**config.mk**
```make
export PLATFORM = sky130hd
export DESIGN_NAME = multidrop_scan_select_fsm
export DESIGN_NICKNAME = d
export VERILOG_FILES = /design/src/core/scan_select_pkg.sv /design/src/core/multidrop_scan_select_fsm.sv
export SDC_FILE = /design/constraint.sdc
export NUM_CORES = 1
export LEC_CHECK = 0
export BUFFER_PORTS_ARGS = -buffer_cell sky130_fd_sc_hd__buf_2
export CAP_MARGIN = 25
export CORE_UTILIZATION = 38
export DETAILED_ROUTE_END_ITERATION = 8
export GPL_TIMING_DRIVEN = 0
export SETUP_SLACK_MARGIN = 0.15
export SLEW_MARGIN = 10
export SYNTH_ARGS = -nofsm -noshare
export SYNTH_HDL_FRONTEND = slang
export SYNTH_SLANG_ARGS = --single-unit
```
**constraint.sdc**
```tcl
create_clock -name ref_clk -period 6.99 [get_ports ref_clk]
set_clock_uncertainty 0.15 [all_clocks]
set_input_delay 1.398 -clock ref_clk [delete_from_list [all_inputs] [get_ports ref_clk]]
set_output_delay 1.398 -clock ref_clk [all_outputs]
set_load 0.02 [all_outputs]
```
**src/core/scan_select_pkg.sv**
```systemverilog
package scan_select_pkg;
    localparam int IR_W = 8;                      // Instruction register width
    localparam int ADDR_W = 7;                    // Slot address width
    localparam int DR_W = 32;                     // Longest data register
    localparam int SYNC_W = 11;                   // Pins passed through synchroniser
    localparam logic [6:0] BCAST_ADDR = 7'h3B;    // Broadcast address
    localparam logic [6:0] MCAST_BASE = 7'h3C;    // Multicast group zero
    localparam logic [7:0] IR_CAPTURE = 8'h01;    // Capture-IR pattern
    // Level-two instruction codes
    localparam logic [7:0] BYPASS_CMD = 8'hFF;
    localparam logic [7:0] BOUNDARY_EXTERNAL_TEST_CMD = 8'h00;
    localparam logic [7:0] SAMPLE_PRELOAD_CMD = 8'h81;
    localparam logic [7:0] IDCODE_CMD = 8'h82;
    localparam logic [7:0] PORT_CONFIG_SELECT_CMD = 8'h83;
    localparam logic [7:0] GROUP_REG_SELECT_CMD = 8'h84;
    localparam logic [7:0] SIGNATURE_SELECT_CMD = 8'h85;
    localparam logic [7:0] CYCLE_COUNTER_SELECT_CMD = 8'h86;
    localparam logic [7:0] SIGNATURE_ENABLE_CMD = 8'h87;
    localparam logic [7:0] SIGNATURE_DISABLE_CMD = 8'h88;
    localparam logic [7:0] CYCLE_COUNTER_RUN_CMD = 8'h89;
    localparam logic [7:0] CYCLE_COUNTER_HALT_CMD = 8'h8A;
    localparam logic [7:0] RETURN_TO_ADDRESS_WAIT_CMD = 8'h8B;
    // Park and unpark: opcode in [7:5], park kind in [4:3], port mask in [2:0]
    localparam logic [2:0] PARK_OP = 3'h6;
    localparam logic [2:0] UNPARK_OP = 3'h5;
    localparam logic [1:0] PARK_KIND_RESET = 2'h0;
    localparam logic [1:0] PARK_IN_IDLE_CMD_KIND = 2'h1;
    localparam logic [1:0] PARK_KIND_DPAUSE = 2'h2;
    localparam logic [1:0] PARK_KIND_IPAUSE = 2'h3;
    // Values after reset
    localparam logic [7:0] IR_RESET = IDCODE_CMD;
    localparam logic [2:0] GROUP_RESET = 3'h0;    // {member, group}, no membership
    typedef enum logic [3:0] {
        TAP_RESET, TAP_IDLE, TAP_SEL_DR, TAP_CAP_DR, TAP_SHIFT_DR, TAP_EXIT1_DR,
        TAP_PAUSE_DR, TAP_EXIT2_DR, TAP_UPD_DR, TAP_SEL_IR, TAP_CAP_IR, TAP_SHIFT_IR,
        TAP_EXIT1_IR, TAP_PAUSE_IR, TAP_EXIT2_IR, TAP_UPD_IR
    } tap_state_t;
    typedef enum logic [1:0] {
        SEL_WAIT, SEL_UNSEL, SEL_SINGLE, SEL_GROUP
    } sel_state_t;
    typedef enum logic [2:0] {
        PARKED_RESET_STATE, PARKED_IDLE_STATE, PARKED_DATA_PAUSE_STATE,
        PARKED_INSTR_PAUSE_STATE, UNPARKED_STATE
    } port_state_t;
    typedef enum logic [1:0] {
        DR_BYPASS, DR_IDCODE, DR_GROUP
    } dr_kind_t;
endpackage : scan_select_pkg

```
**src/core/multidrop_scan_select_fsm.sv**
```systemverilog
`timescale 1ns/1ps
module multidrop_scan_select_fsm #(
    parameter int NUM_PORTS = 3,
    parameter logic [31:0] IDCODE_VALUE = 32'h0000_0001  // Arbitrary value
) (
    input wire logic ref_clk,
    input wire logic reset,
    input wire logic tck,
    input wire logic tms,
    input wire logic tdi,
    input wire logic trst_n,
    input wire logic [scan_select_pkg::ADDR_W-1:0] slot_id,
    output logic tdo,
    output logic tdo_oe,
    output logic [NUM_PORTS-1:0] local_tms,
    output logic [NUM_PORTS-1:0] port_active,
    output logic selected,
    output logic cmd_valid,
    input wire logic cmd_ready,
    output logic [scan_select_pkg::IR_W-1:0] cmd_data,
    output logic cmd_lost
);
    import scan_select_pkg::*;

    ////////////////////////////////////////////////////////////////////////////
    // Next TAP state from tms
    function automatic tap_state_t tap_next(input tap_state_t s, input logic m);
        unique case (s)
            TAP_RESET: tap_next = m ? TAP_RESET : TAP_IDLE;
            TAP_IDLE: tap_next = m ? TAP_SEL_DR : TAP_IDLE;
            TAP_SEL_DR: tap_next = m ? TAP_SEL_IR : TAP_CAP_DR;
            TAP_CAP_DR: tap_next = m ? TAP_EXIT1_DR : TAP_SHIFT_DR;
            TAP_SHIFT_DR: tap_next = m ? TAP_EXIT1_DR : TAP_SHIFT_DR;
            TAP_EXIT1_DR: tap_next = m ? TAP_UPD_DR : TAP_PAUSE_DR;
            TAP_PAUSE_DR: tap_next = m ? TAP_EXIT2_DR : TAP_PAUSE_DR;
            TAP_EXIT2_DR: tap_next = m ? TAP_UPD_DR : TAP_SHIFT_DR;
            TAP_UPD_DR: tap_next = m ? TAP_SEL_DR : TAP_IDLE;
            TAP_SEL_IR: tap_next = m ? TAP_RESET : TAP_CAP_IR;
            TAP_CAP_IR: tap_next = m ? TAP_EXIT1_IR : TAP_SHIFT_IR;
            TAP_SHIFT_IR: tap_next = m ? TAP_EXIT1_IR : TAP_SHIFT_IR;
            TAP_EXIT1_IR: tap_next = m ? TAP_UPD_IR : TAP_PAUSE_IR;
            TAP_PAUSE_IR: tap_next = m ? TAP_EXIT2_IR : TAP_PAUSE_IR;
            TAP_EXIT2_IR: tap_next = m ? TAP_UPD_IR : TAP_SHIFT_IR;
            TAP_UPD_IR: tap_next = m ? TAP_SEL_DR : TAP_IDLE;
        endcase
    endfunction : tap_next

    // TAP state in which a port may move from or to a given parked state
    function automatic tap_state_t gate_state(input port_state_t p);
        unique case (p)
            PARKED_DATA_PAUSE_STATE: gate_state = TAP_PAUSE_DR;
            PARKED_INSTR_PAUSE_STATE: gate_state = TAP_PAUSE_IR;
            default: gate_state = TAP_IDLE;
        endcase
    endfunction : gate_state

    ////////////////////////////////////////////////////////////////////////////
    // Two-flop synchroniser for every backplane pin
    logic [SYNC_W-1:0] meta_q, meta_d;   // First stage, read by second only
    logic [SYNC_W-1:0] sync_q, sync_d;   // Second stage
    logic tck_prev_q, tck_prev_d;        // Edge finder on the clean test clock

    // Synchroniser next values
    always_comb begin
        meta_d = {slot_id, trst_n, tdi, tms, tck};
        sync_d = meta_q;
        tck_prev_d = sync_q[0];
    end

    // Synchroniser registers
    always_ff @(posedge ref_clk) begin
        meta_q <= meta_d;
        sync_q <= sync_d;
        tck_prev_q <= tck_prev_d;
    end

    logic tms_s, tdi_s, tap_rst, rise, fall;  // Clean pin views
    logic [ADDR_W-1:0] slot_s;                // Static slot address
    assign tms_s = sync_q[1];
    assign tdi_s = sync_q[2];
    assign tap_rst = reset | ~sync_q[3];
    assign slot_s = sync_q[10:4];
    assign rise = sync_q[0] & ~tck_prev_q;
    assign fall = ~sync_q[0] & tck_prev_q;

    ////////////////////////////////////////////////////////////////////////////
    // TAP, instruction path and selection controller
    tap_state_t tap_q, tap_d;            // Backplane TAP state
    sel_state_t sel_q, sel_d;            // Selection controller state
    logic [IR_W-1:0] ir_q, ir_d;         // Updated instruction
    logic [IR_W-1:0] ir_sh_q, ir_sh_d;   // Instruction shift stage
    logic [DR_W-1:0] dr_q, dr_d;         // Shared data shift stage
    logic [2:0] grp_q, grp_d;            // Group membership register
    logic tdo_q, tdo_d;                  // Data output, falling edge
    logic oe_q, oe_d;                    // Data output enable
    logic push;                          // Level-two update into buffer
    logic l2_upd;                        // Level-two update pulse to ports
    dr_kind_t dr_kind;                   // Register in the data path

    // Register chosen by the current instruction
    always_comb begin
        if (ir_q == IDCODE_CMD) begin
            dr_kind = DR_IDCODE;
        end else if (ir_q == GROUP_REG_SELECT_CMD && sel_q == SEL_SINGLE) begin
            dr_kind = DR_GROUP;
        end else begin
            // Other register selects are outside this block; bypass stands in
            dr_kind = DR_BYPASS;
        end
    end

    // Controller next values
    always_comb begin
        tap_d = tap_q;
        sel_d = sel_q;
        ir_d = ir_q;
        ir_sh_d = ir_sh_q;
        dr_d = dr_q;
        grp_d = grp_q;
        tdo_d = tdo_q;
        oe_d = oe_q;
        push = 1'h0;
        l2_upd = 1'h0;
        if (tap_rst) begin
            // Test reset and hardware reset
            tap_d = TAP_RESET;
            sel_d = SEL_WAIT;
            ir_d = IR_RESET;
            oe_d = 1'h0;
            if (reset) begin
                grp_d = GROUP_RESET;
            end
        end else if (rise) begin
            tap_d = tap_next(tap_q, tms_s);
            unique case (tap_q)
                TAP_CAP_IR: begin
                    ir_sh_d = IR_CAPTURE;
                end
                TAP_SHIFT_IR: begin
                    ir_sh_d = {tdi_s, ir_sh_q[IR_W-1:1]};  // MSB entry
                end
                TAP_CAP_DR: begin
                    unique case (dr_kind)
                        DR_IDCODE: dr_d = IDCODE_VALUE;
                        DR_GROUP: dr_d = {29'h0, grp_q};
                        DR_BYPASS: dr_d = '0;
                    endcase
                end
                TAP_SHIFT_DR: begin
                    dr_d = {1'h0, dr_q[DR_W-1:1]};
                    unique case (dr_kind)
                        DR_IDCODE: dr_d[31] = tdi_s;
                        DR_GROUP: dr_d[2] = tdi_s;
                        DR_BYPASS: dr_d[0] = tdi_s;
                    endcase
                end
                default: begin
                end
            endcase
        end else if (fall) begin
            // Output changes on falling edge; driven only singly selected
            tdo_d = (tap_q == TAP_SHIFT_IR) ? ir_sh_q[0] : dr_q[0];
            oe_d = (tap_q == TAP_SHIFT_IR || tap_q == TAP_SHIFT_DR) && sel_q == SEL_SINGLE;
            if (tap_q == TAP_UPD_IR) begin
                if (sel_q == SEL_WAIT) begin
                    // Address match; ports stay parked, IR stays in chain
                    ir_d = IDCODE_CMD;
                    if (ir_sh_q[ADDR_W-1:0] == slot_s) begin
                        sel_d = SEL_SINGLE;
                    end else if (ir_sh_q[ADDR_W-1:0] == BCAST_ADDR) begin
                        sel_d = SEL_GROUP;
                    end else if (ir_sh_q[6:2] == MCAST_BASE[6:2] && grp_q[2]
                                 && grp_q[1:0] == ir_sh_q[1:0]) begin
                        sel_d = SEL_GROUP;
                    end else begin
                        sel_d = SEL_UNSEL;
                    end
                end else if (ir_sh_q == RETURN_TO_ADDRESS_WAIT_CMD) begin
                    sel_d = SEL_WAIT;  // Selected or not
                    ir_d = IDCODE_CMD;
                end else if (sel_q != SEL_UNSEL) begin
                    // Level-two decode only when selected
                    ir_d = ir_sh_q;
                    push = 1'h1;
                    l2_upd = 1'h1;
                end
            end
            if (tap_q == TAP_UPD_DR && dr_kind == DR_GROUP) begin
                grp_d = dr_q[2:0];  // Writable only singly selected
            end
        end
        if (!tap_rst && tap_q == TAP_RESET) begin
            sel_d = SEL_WAIT;
            ir_d = IR_RESET;
        end
    end

    // Controller registers
    always_ff @(posedge ref_clk) begin
        tap_q <= tap_d;
        sel_q <= sel_d;
        ir_q <= ir_d;
        ir_sh_q <= ir_sh_d;
        dr_q <= dr_d;
        grp_q <= grp_d;
        tdo_q <= tdo_d;
        oe_q <= oe_d;
    end

    assign tdo = tdo_q;
    assign tdo_oe = oe_q;
    assign selected = (sel_q == SEL_SINGLE) || (sel_q == SEL_GROUP);

    ////////////////////////////////////////////////////////////////////////////
    // Port configuration controllers, one per local port
    port_state_t port_q [NUM_PORTS];
    port_state_t port_d [NUM_PORTS];
    port_state_t tgt_q [NUM_PORTS];      // Pending destination
    port_state_t tgt_d [NUM_PORTS];
    logic [NUM_PORTS-1:0] pend_q, pend_d;    // A park or unpark is waiting
    logic [NUM_PORTS-1:0] ltms_q, ltms_d;    // Local mode-select pins

    // Port next values
    always_comb begin
        for (int i = 0; i < NUM_PORTS; i++) begin
            port_d[i] = port_q[i];
            tgt_d[i] = tgt_q[i];
            pend_d[i] = pend_q[i];
            if (l2_upd && ir_sh_q[i]) begin
                if (ir_sh_q[7:5] == UNPARK_OP) begin
                    tgt_d[i] = UNPARKED_STATE;
                    pend_d[i] = 1'h1;
                end else if (ir_sh_q[7:5] == PARK_OP) begin
                    tgt_d[i] = port_state_t'({1'h0, ir_sh_q[4:3]});
                    pend_d[i] = 1'h1;
                end
            end else if (!selected) begin
                pend_d[i] = 1'h0;  // Unselected: commands dropped
            end else if (pend_q[i]) begin
                if (port_q[i] == UNPARKED_STATE && tgt_q[i] != UNPARKED_STATE) begin
                    // Park waits for the matching TAP state
                    if (tap_q == gate_state(tgt_q[i])) begin
                        port_d[i] = tgt_q[i];
                        pend_d[i] = 1'h0;
                    end
                end else if (port_q[i] != UNPARKED_STATE && tgt_q[i] == UNPARKED_STATE) begin
                    // Unpark from idle or reset only at Run-Test/Idle
                    if (tap_q == gate_state(port_q[i])) begin
                        port_d[i] = UNPARKED_STATE;
                        pend_d[i] = 1'h0;
                    end
                end else begin
                    pend_d[i] = 1'h0;  // Parked to parked is meaningless
                end
            end
            if (port_q[i] == UNPARKED_STATE && tap_q == TAP_RESET) begin
                port_d[i] = PARKED_RESET_STATE;  // Local chain followed into reset
            end
            if (reset) begin
                port_d[i] = PARKED_RESET_STATE;
                tgt_d[i] = PARKED_RESET_STATE;
                pend_d[i] = 1'h0;
            end
            // Parked level: high holds reset, low holds idle or pause
            unique case (port_d[i])
                UNPARKED_STATE: ltms_d[i] = tms_s;
                PARKED_RESET_STATE: ltms_d[i] = 1'h1;
                default: ltms_d[i] = 1'h0;
            endcase
        end
    end

    // Port registers
    always_ff @(posedge ref_clk) begin
        port_q <= port_d;
        tgt_q <= tgt_d;
        pend_q <= pend_d;
        ltms_q <= ltms_d;
    end

    assign local_tms = ltms_q;
    always_comb begin
        for (int i = 0; i < NUM_PORTS; i++) begin
            port_active[i] = (port_q[i] == UNPARKED_STATE);  // In chain
        end
    end

    ////////////////////////////////////////////////////////////////////////////
    // Two-entry buffer for updated level-two instructions. The TAP cannot be
    // stalled, so a word arriving into a full buffer is flagged on cmd_lost.
    logic [IR_W-1:0] mem_q [2];
    logic [IR_W-1:0] mem_d [2];
    logic wr_q, wr_d, rd_q, rd_d;        // Entry pointers
    logic [1:0] cnt_q, cnt_d;            // Fill count
    logic lost_q, lost_d;                // Dropped-word pulse
    logic in_ready;                      // Room for a word

    assign in_ready = (cnt_q != 2'h2);

    // Buffer next values
    always_comb begin
        mem_d = mem_q;
        wr_d = wr_q;
        rd_d = rd_q;
        cnt_d = cnt_q;
        lost_d = push & ~in_ready;
        if (push && in_ready) begin
            mem_d[wr_q] = ir_sh_q;
            wr_d = ~wr_q;
        end
        if (cmd_valid && cmd_ready) begin
            rd_d = ~rd_q;
        end
        cnt_d = cnt_q + {1'h0, push & in_ready} - {1'h0, cmd_valid & cmd_ready};
        if (reset) begin
            wr_d = 1'h0;
            rd_d = 1'h0;
            cnt_d = 2'h0;
            lost_d = 1'h0;
        end
    end

    // Buffer registers
    always_ff @(posedge ref_clk) begin
        mem_q <= mem_d;
        wr_q <= wr_d;
        rd_q <= rd_d;
        cnt_q <= cnt_d;
        lost_q <= lost_d;
    end

    assign cmd_valid = (cnt_q != 2'h0);
    assign cmd_data = mem_q[rd_q];
    assign cmd_lost = lost_q;

    ////////////////////////////////////////////////////////////////////////////
    // Checks
    property p_reset_state;
        @(posedge ref_clk) reset |=> tap_q == TAP_RESET && sel_q == SEL_WAIT
            && port_q[0] == PARKED_RESET_STATE && port_q[2] == PARKED_RESET_STATE;
    endproperty
    a_reset_state: assert property (p_reset_state) else $error("bad reset state");

    property p_wait_quiet;
        @(posedge ref_clk) disable iff (reset) sel_q == SEL_WAIT |=> !tdo_oe;
    endproperty
    a_wait_quiet: assert property (p_wait_quiet) else $error("driven in wait");

    property p_group_quiet;
        @(posedge ref_clk) disable iff (reset)
            sel_q == SEL_GROUP && $past(sel_q) == SEL_GROUP |-> !tdo_oe;
    endproperty
    a_group_quiet: assert property (p_group_quiet) else $error("group drives tdo");

    property p_slot_match;
        @(posedge ref_clk) disable iff (tap_rst)
            fall && tap_q == TAP_UPD_IR && sel_q == SEL_WAIT
            && ir_sh_q[6:0] == slot_s |=> sel_q == SEL_SINGLE;
    endproperty
    a_slot_match: assert property (p_slot_match) else $error("slot not selected");

    property p_bcast;
        @(posedge ref_clk) disable iff (tap_rst)
            fall && tap_q == TAP_UPD_IR && sel_q == SEL_WAIT && ir_sh_q[6:0] == 7'h3B
            && slot_s != 7'h3B |=> sel_q == SEL_GROUP;
    endproperty
    a_bcast: assert property (p_bcast) else $error("broadcast missed");

    property p_mismatch;
        @(posedge ref_clk) disable iff (tap_rst)
            fall && tap_q == TAP_UPD_IR && sel_q == SEL_WAIT && ir_sh_q[6:0] != slot_s
            && ir_sh_q[6:2] != 5'h0F && ir_sh_q[6:0] != 7'h3B |=> sel_q == SEL_UNSEL;
    endproperty
    a_mismatch: assert property (p_mismatch) else $error("mismatch selected");

    property p_tlr_wait;
        @(posedge ref_clk) disable iff (reset) tap_q == TAP_RESET |=> sel_q == SEL_WAIT;
    endproperty
    a_tlr_wait: assert property (p_tlr_wait) else $error("not waiting in reset");

    property p_group_locked;
        @(posedge ref_clk) disable iff (reset) sel_q != SEL_SINGLE |=> $stable(grp_q);
    endproperty
    a_group_locked: assert property (p_group_locked) else $error("group written");

    property p_unpark_idle;
        @(posedge ref_clk) disable iff (reset)
            port_q[0] == PARKED_IDLE_STATE ##1 port_q[0] == UNPARKED_STATE
            |-> $past(tap_q) == TAP_IDLE && $past(selected);
    endproperty
    a_unpark_idle: assert property (p_unpark_idle) else $error("early unpark");

    property p_idle_low;
        @(posedge ref_clk) disable iff (reset)
            port_q[1] == PARKED_IDLE_STATE ##1 port_q[1] == PARKED_IDLE_STATE
            |-> !local_tms[1];
    endproperty
    a_idle_low: assert property (p_idle_low) else $error("idle park not low");

    property p_reset_high;
        @(posedge ref_clk) disable iff (reset)
            port_q[2] == PARKED_RESET_STATE ##1 port_q[2] == PARKED_RESET_STATE
            |-> local_tms[2];
    endproperty
    a_reset_high: assert property (p_reset_high) else $error("reset park not high");

    property p_unsel_ignore;
        @(posedge ref_clk) disable iff (reset)
            sel_q == SEL_UNSEL && tap_q != TAP_RESET |=> $stable(port_q[0]);
    endproperty
    a_unsel_ignore: assert property (p_unsel_ignore) else $error("unselected moved");
endmodule : multidrop_scan_select_fsm

```
Yosys cells after proc, flatten, opt, wreduce, memory -nomap -nowiden
Index checks and enable logic that the tools add are counted.

storage, ports and cells
  output and inout port bits = 19
  logic and storage cells = 304
  bits of input ports = 14
  register bits = 127

operators by class
  eq/ne operators = 68
  bitwise gates (word level) = 16
  $lt $le $gt $ge = 3
  muxes and demuxes = 136
  add/subtract/negate cells = 2
  reductions and logical operators = 52

operator list
  kind                                                                    count
  4-bit two-way mux                                                       31
  3-bit two-way mux                                                       36
  32-bit one-hot mux with 3 select lines                                  1
  32-bit one-hot mux with 2 select lines                                  1
  8-bit two-way mux                                                       7
  4-bit one-hot mux with 12 select lines                                  1
  4-bit one-hot mux with 2 select lines                                   6
  1-bit two-way mux                                                       37
  3-bit by 2-bit equality test with 1-bit output (second input constant)  12
  3-bit equality test (second input constant)                             11
  4-bit equality test (second input constant)                             8
  4-bit equality test                                                     6
  8-bit equality test (second input constant)                             3
  3-bit inequality test (second input constant)                           8
  1-bit logical AND                                                       21
  2-bit two-way mux                                                       10
  16-bit bitwise mux                                                      1
  4-bit by 3-bit equality test with 1-bit output (second input constant)  4
  8-bit one-hot mux with 2 select lines                                   1
  2-bit nonzero test                                                      7
  4-bit AND reduction                                                     3
  3-bit zero test                                                         3
  3-bit AND reduction                                                     3
  8-bit demux with 1-bit select                                           1
  28 further kinds                                                        55

Depth between registers and ports, before layout
  depth in word-level cells = 21
  mapped depth = 10
  gate-level depth less buffers = 8

Least setup slack after synthesis
OpenSTA, ideal clock, no wires.

  path kind = input to register
  start point = in reset
  end point = reg dr_q[0] (enable)
  data required time = 6.339 ns
  path buffers = 1
  path slack = 1.259 ns
  cell stages on the path = 4
  data arrival time = 5.079 ns
  library setup time = 0.501 ns
  cells stage by stage = clkbuf_1 -> inv_1 -> nand2_1 -> nor4_1

on the way
  cells in the longest elaborated chain, start to end = 3

RTL lines
  item                           line                              text
  start: declaration             multidrop_scan_select_fsm.sv:7    input wire logic reset,
  1-bit OR                       multidrop_scan_select_fsm.sv:81   assign tap_rst = reset | ~sync_q[3];
  1-bit NOT (no line)            --
  3-bit AND reduction (no line)  --
  end signal: assignment         multidrop_scan_select_fsm.sv:204  dr_q <= dr_d;
  end: declaration               multidrop_scan_select_fsm.sv:92   logic [DR_W-1:0] dr_q, dr_d;

Every way passes these cells.
A chain may end at the register's enable or synchronous reset.

Worst setup path in the final report
  start point = in reset
  end point = reg dr_q[6] (enable)

Same word-level chain as after synthesis.

==> results.yml <==
outcome:
  status: "finished, final reports clean"
yosys:
  synth-edff-count: 60
  yosys.area.top_type: "edfxtp_1"
  synthDistinctLibCells: 62
  synth.top_cells.by_count: "67 x dfxtp_1, 60 x edfxtp_1, 45 x nor2_1"
  ys_seq_area_frac: 0.5758
  synthTopCellsByArea: "edfxtp_1 33%, dfxtp_1 25%, and2_1 4.7%"
  syn-num-nets: 519
  syn_avg_cell_area_um2: 10.85
  yosys.cell_count.top_type: "dfxtp_1"
  synthFlopType: "dfxtp_1"
  yosysWarnings: 0
  synth_area_um2: 5459
  ys_ff_latch: 127
  synth-async-reset-ratio: 0
  synth_top_area_share: 0.3300
  syn_inst: 503
die:
  fp.dieArea_um2: 14850
  start_util: 0.3918
  die_y_um: 121.9
  coreArea_um2: 13930
  fp-row-count: 43
  io_pins: 33
  die_x_um: 121.9
timing:
  finalWorstSetupSlack_ps: 3259
  min_period_ps: 3731
  setup_viol: 0
  slew_violations: 0
  post-route-period-util: 0.5337
  hold_viol: 0
  fmax_mhz: 268.1
  slew_headroom: 0.4079
  tightest_slew_ps: 880.9
  rsz0062_at_grt: "false"
detailed_routing:
  drt_iter0_drc: 301
  viasPerCell: 5.141
  num_vias: 3866
  remaining_drc_errors: 0
  antenna_left: 0
  routed_wl_mm: 11.44
  drt_pre_antenna_iters: 5
  wire_per_inst_um: 15.21
min_path:
  hp-class: "reg2reg"
clock_tree:
  root_buffer: "clkbuf_16"
  worstSkewPairLatency_ps: 410
  htree_levels: 4
  clk_path_buf_depth: 2
  clkTransAtPathRegs_ps: 50
  cts_hold_buffers: 0
  cts_sinks: 127
  cts_inserted_buffers: 17
  cts_tree: "yes"
  cts_setup_buffers: 0
  cts_resized: 0
critical_path:
  arrival_ps: 3700
  critPathMaxFanout: 10
  slowest_stage: "nor4_2"
  path_buf_inv: 5
  max_stage_delay_ps: 780
  critPathTopFamily: "buffers and inverters"
  reg2reg_slack_ps: 4010
  worstPathRequired_ps: 6960
  cp-start-kind: "primary input"
  worst_setup_path_end_kind: "flip-flop"
  worst-setup-path-type: "in2reg"
  cp_common_cell: "buf_4"
  crit_path_cell_trace: "buf_2 -> clkbuf_1 -> inv_1 -> nand2_1 -> nor4_2 -> buf_4 -> buf_4"
power_and_ir_drop:
  ir_worst_vdd_v: 0.0001856
  p_leak_nw: 2.397
  powerDensity_nw_per_um2: 265.4
place:
  gp_congestion: 0.8333
  place_ws_ps: 2822
  io_buffers: 32
  dpl.hpwl_mm: 7.939
  dpl-instance-area_um2: 5886
job:
  drv_cap: 0
cells_and_area:
  finalInstanceArea_um2: 6500
  syn_to_final_growth_pct: 19.07
  layout-drive-gt1-share: 0.1748
  fin_nets: 575
  n_antenna_cell: 0
grt:
  antenna_found_initial: 0
  first_global_vias: 3707
  groute.usage.overall: 0.1655
  grt_max_degree: 17
  grt_first_pass_wirelength_mm: 18.65
  grt_overflow_total: 0
## metal layers
layer / share of wire / wire [µm] / track usage / up-vias
met3: 0.046 / 527 / 0.05478 / 16
met4: 0.014 / 162 / 0.06944 / 0
met5: 0 / 0 / 0 / -
met2: 0.46 / 5220 / 0.2521 / 89
li1: - / - / - / 1918
met1: 0.48 / 5526 / 0.2142 / 1843
## worst reg2reg max path: cells and delay by family, from the launching register on
family                 cells  cell delay (ps)
AOI/OAI and AO/OA          1              540
buffers and inverters      2              460
DFF                        1              420
and+or+nand+nor            3             1040
## path summary, 6_finish.rpt
check | depth (start not counted) | end | start
worst max-delay path | 7 | dr_q[6] | reset
worst max register to register | 6 | mem_q[10] | ir_sh_q[0]
worst min register to register | 0 | sync_q[8] | meta_q[8]
worst min-delay path | 0 | sync_q[8] | meta_q[8]
## kinds of logic (layout without fill, tap and decap cells)
| family | after synthesis | in the layout | synth area share |
|---|---|---|---|
| adders and majority gates | 2 | 2 | 0.004583 |
| AOI/OAI and AO/OA | 80 | 80 | 0.09971 |
| muxes | 20 | 20 | 0.03897 |
| buffers and inverters | 40 | 109 | 0.03232 |
| xor gates and xnor gates | 14 | 14 | 0.02246 |
| DFF | 127 | 127 | 0.5758 |
| and+or+nand+nor | 220 | 220 | 0.2262 |
## layout make-up
| type | instances | area (µm²) |
|---|---|---|
| Fill cell | 1251 | 7435 |
| Sequential cell | 127 | 3143 |
| Multi-Input combinational cell | 336 | 2146 |
| Clock buffer | 21 | 450.4 |
| Tap cell | 180 | 225.2 |
| Timing Repair Buffer | 37 | 195.2 |
| Clock inverter | 11 | 163.9 |
| Buffer | 26 | 123.9 |
| Inverter | 14 | 52.55 |
## cells in the final DEF, fill, tap and decap left out, drive strengths merged, types with 12 or more instances in the layout
| master | instances |
|---|---|
| clkbuf | 36 |
| dfxtp | 67 |
| a21oi | 26 |
| nand2 | 41 |
| nand3 | 12 |
| edfxtp | 60 |
| nor3 | 14 |
| and2 | 42 |
| nor2b | 15 |
| buf | 48 |
| nor2 | 45 |
| inv | 14 |
## where the power goes
| part | internal [mW] | total, mW | switching [mW] |
|---|---|---|---|
| registers | 0.781 | 0.785 | 0.00420 |
| logic | 0.00979 | 0.0276 | 0.0178 |
| clock network | 0.603 | 0.912 | 0.309 |
## sequential cells by signal, indices dropped and copies added (netlist names)
name and flops:
mem_q 16, sync_q 11, tdo 1, tck_prev_q 1, pend_q 3, cmd_lost 1
ir_q 8, port_q 9, grp_q 3, dr_q 32, meta_q 11, local_tms 3
sel_q 2, wr_q 1, cnt_q 2, tgt_q 9, rd_q 1, tdo_oe 1
ir_sh_q 8, tap_q 4
## stage by stage
stage	std cells	utilization	setup TNS [ps]	hold WS, ps	power [mW]
after floorplan	503	-	0	159.6	0.8166
final	752	0.4665	0	176.1	1.725
after global routing	752	0.4665	0	181.3	1.782
after global placement	715	0.4194	-13340	164.6	0.8270
after CTS	752	0.4665	0	175.8	1.743
after detailed placement	720	0.4224	0	162.1	0.8280
(Power assumes the default switching activity.)
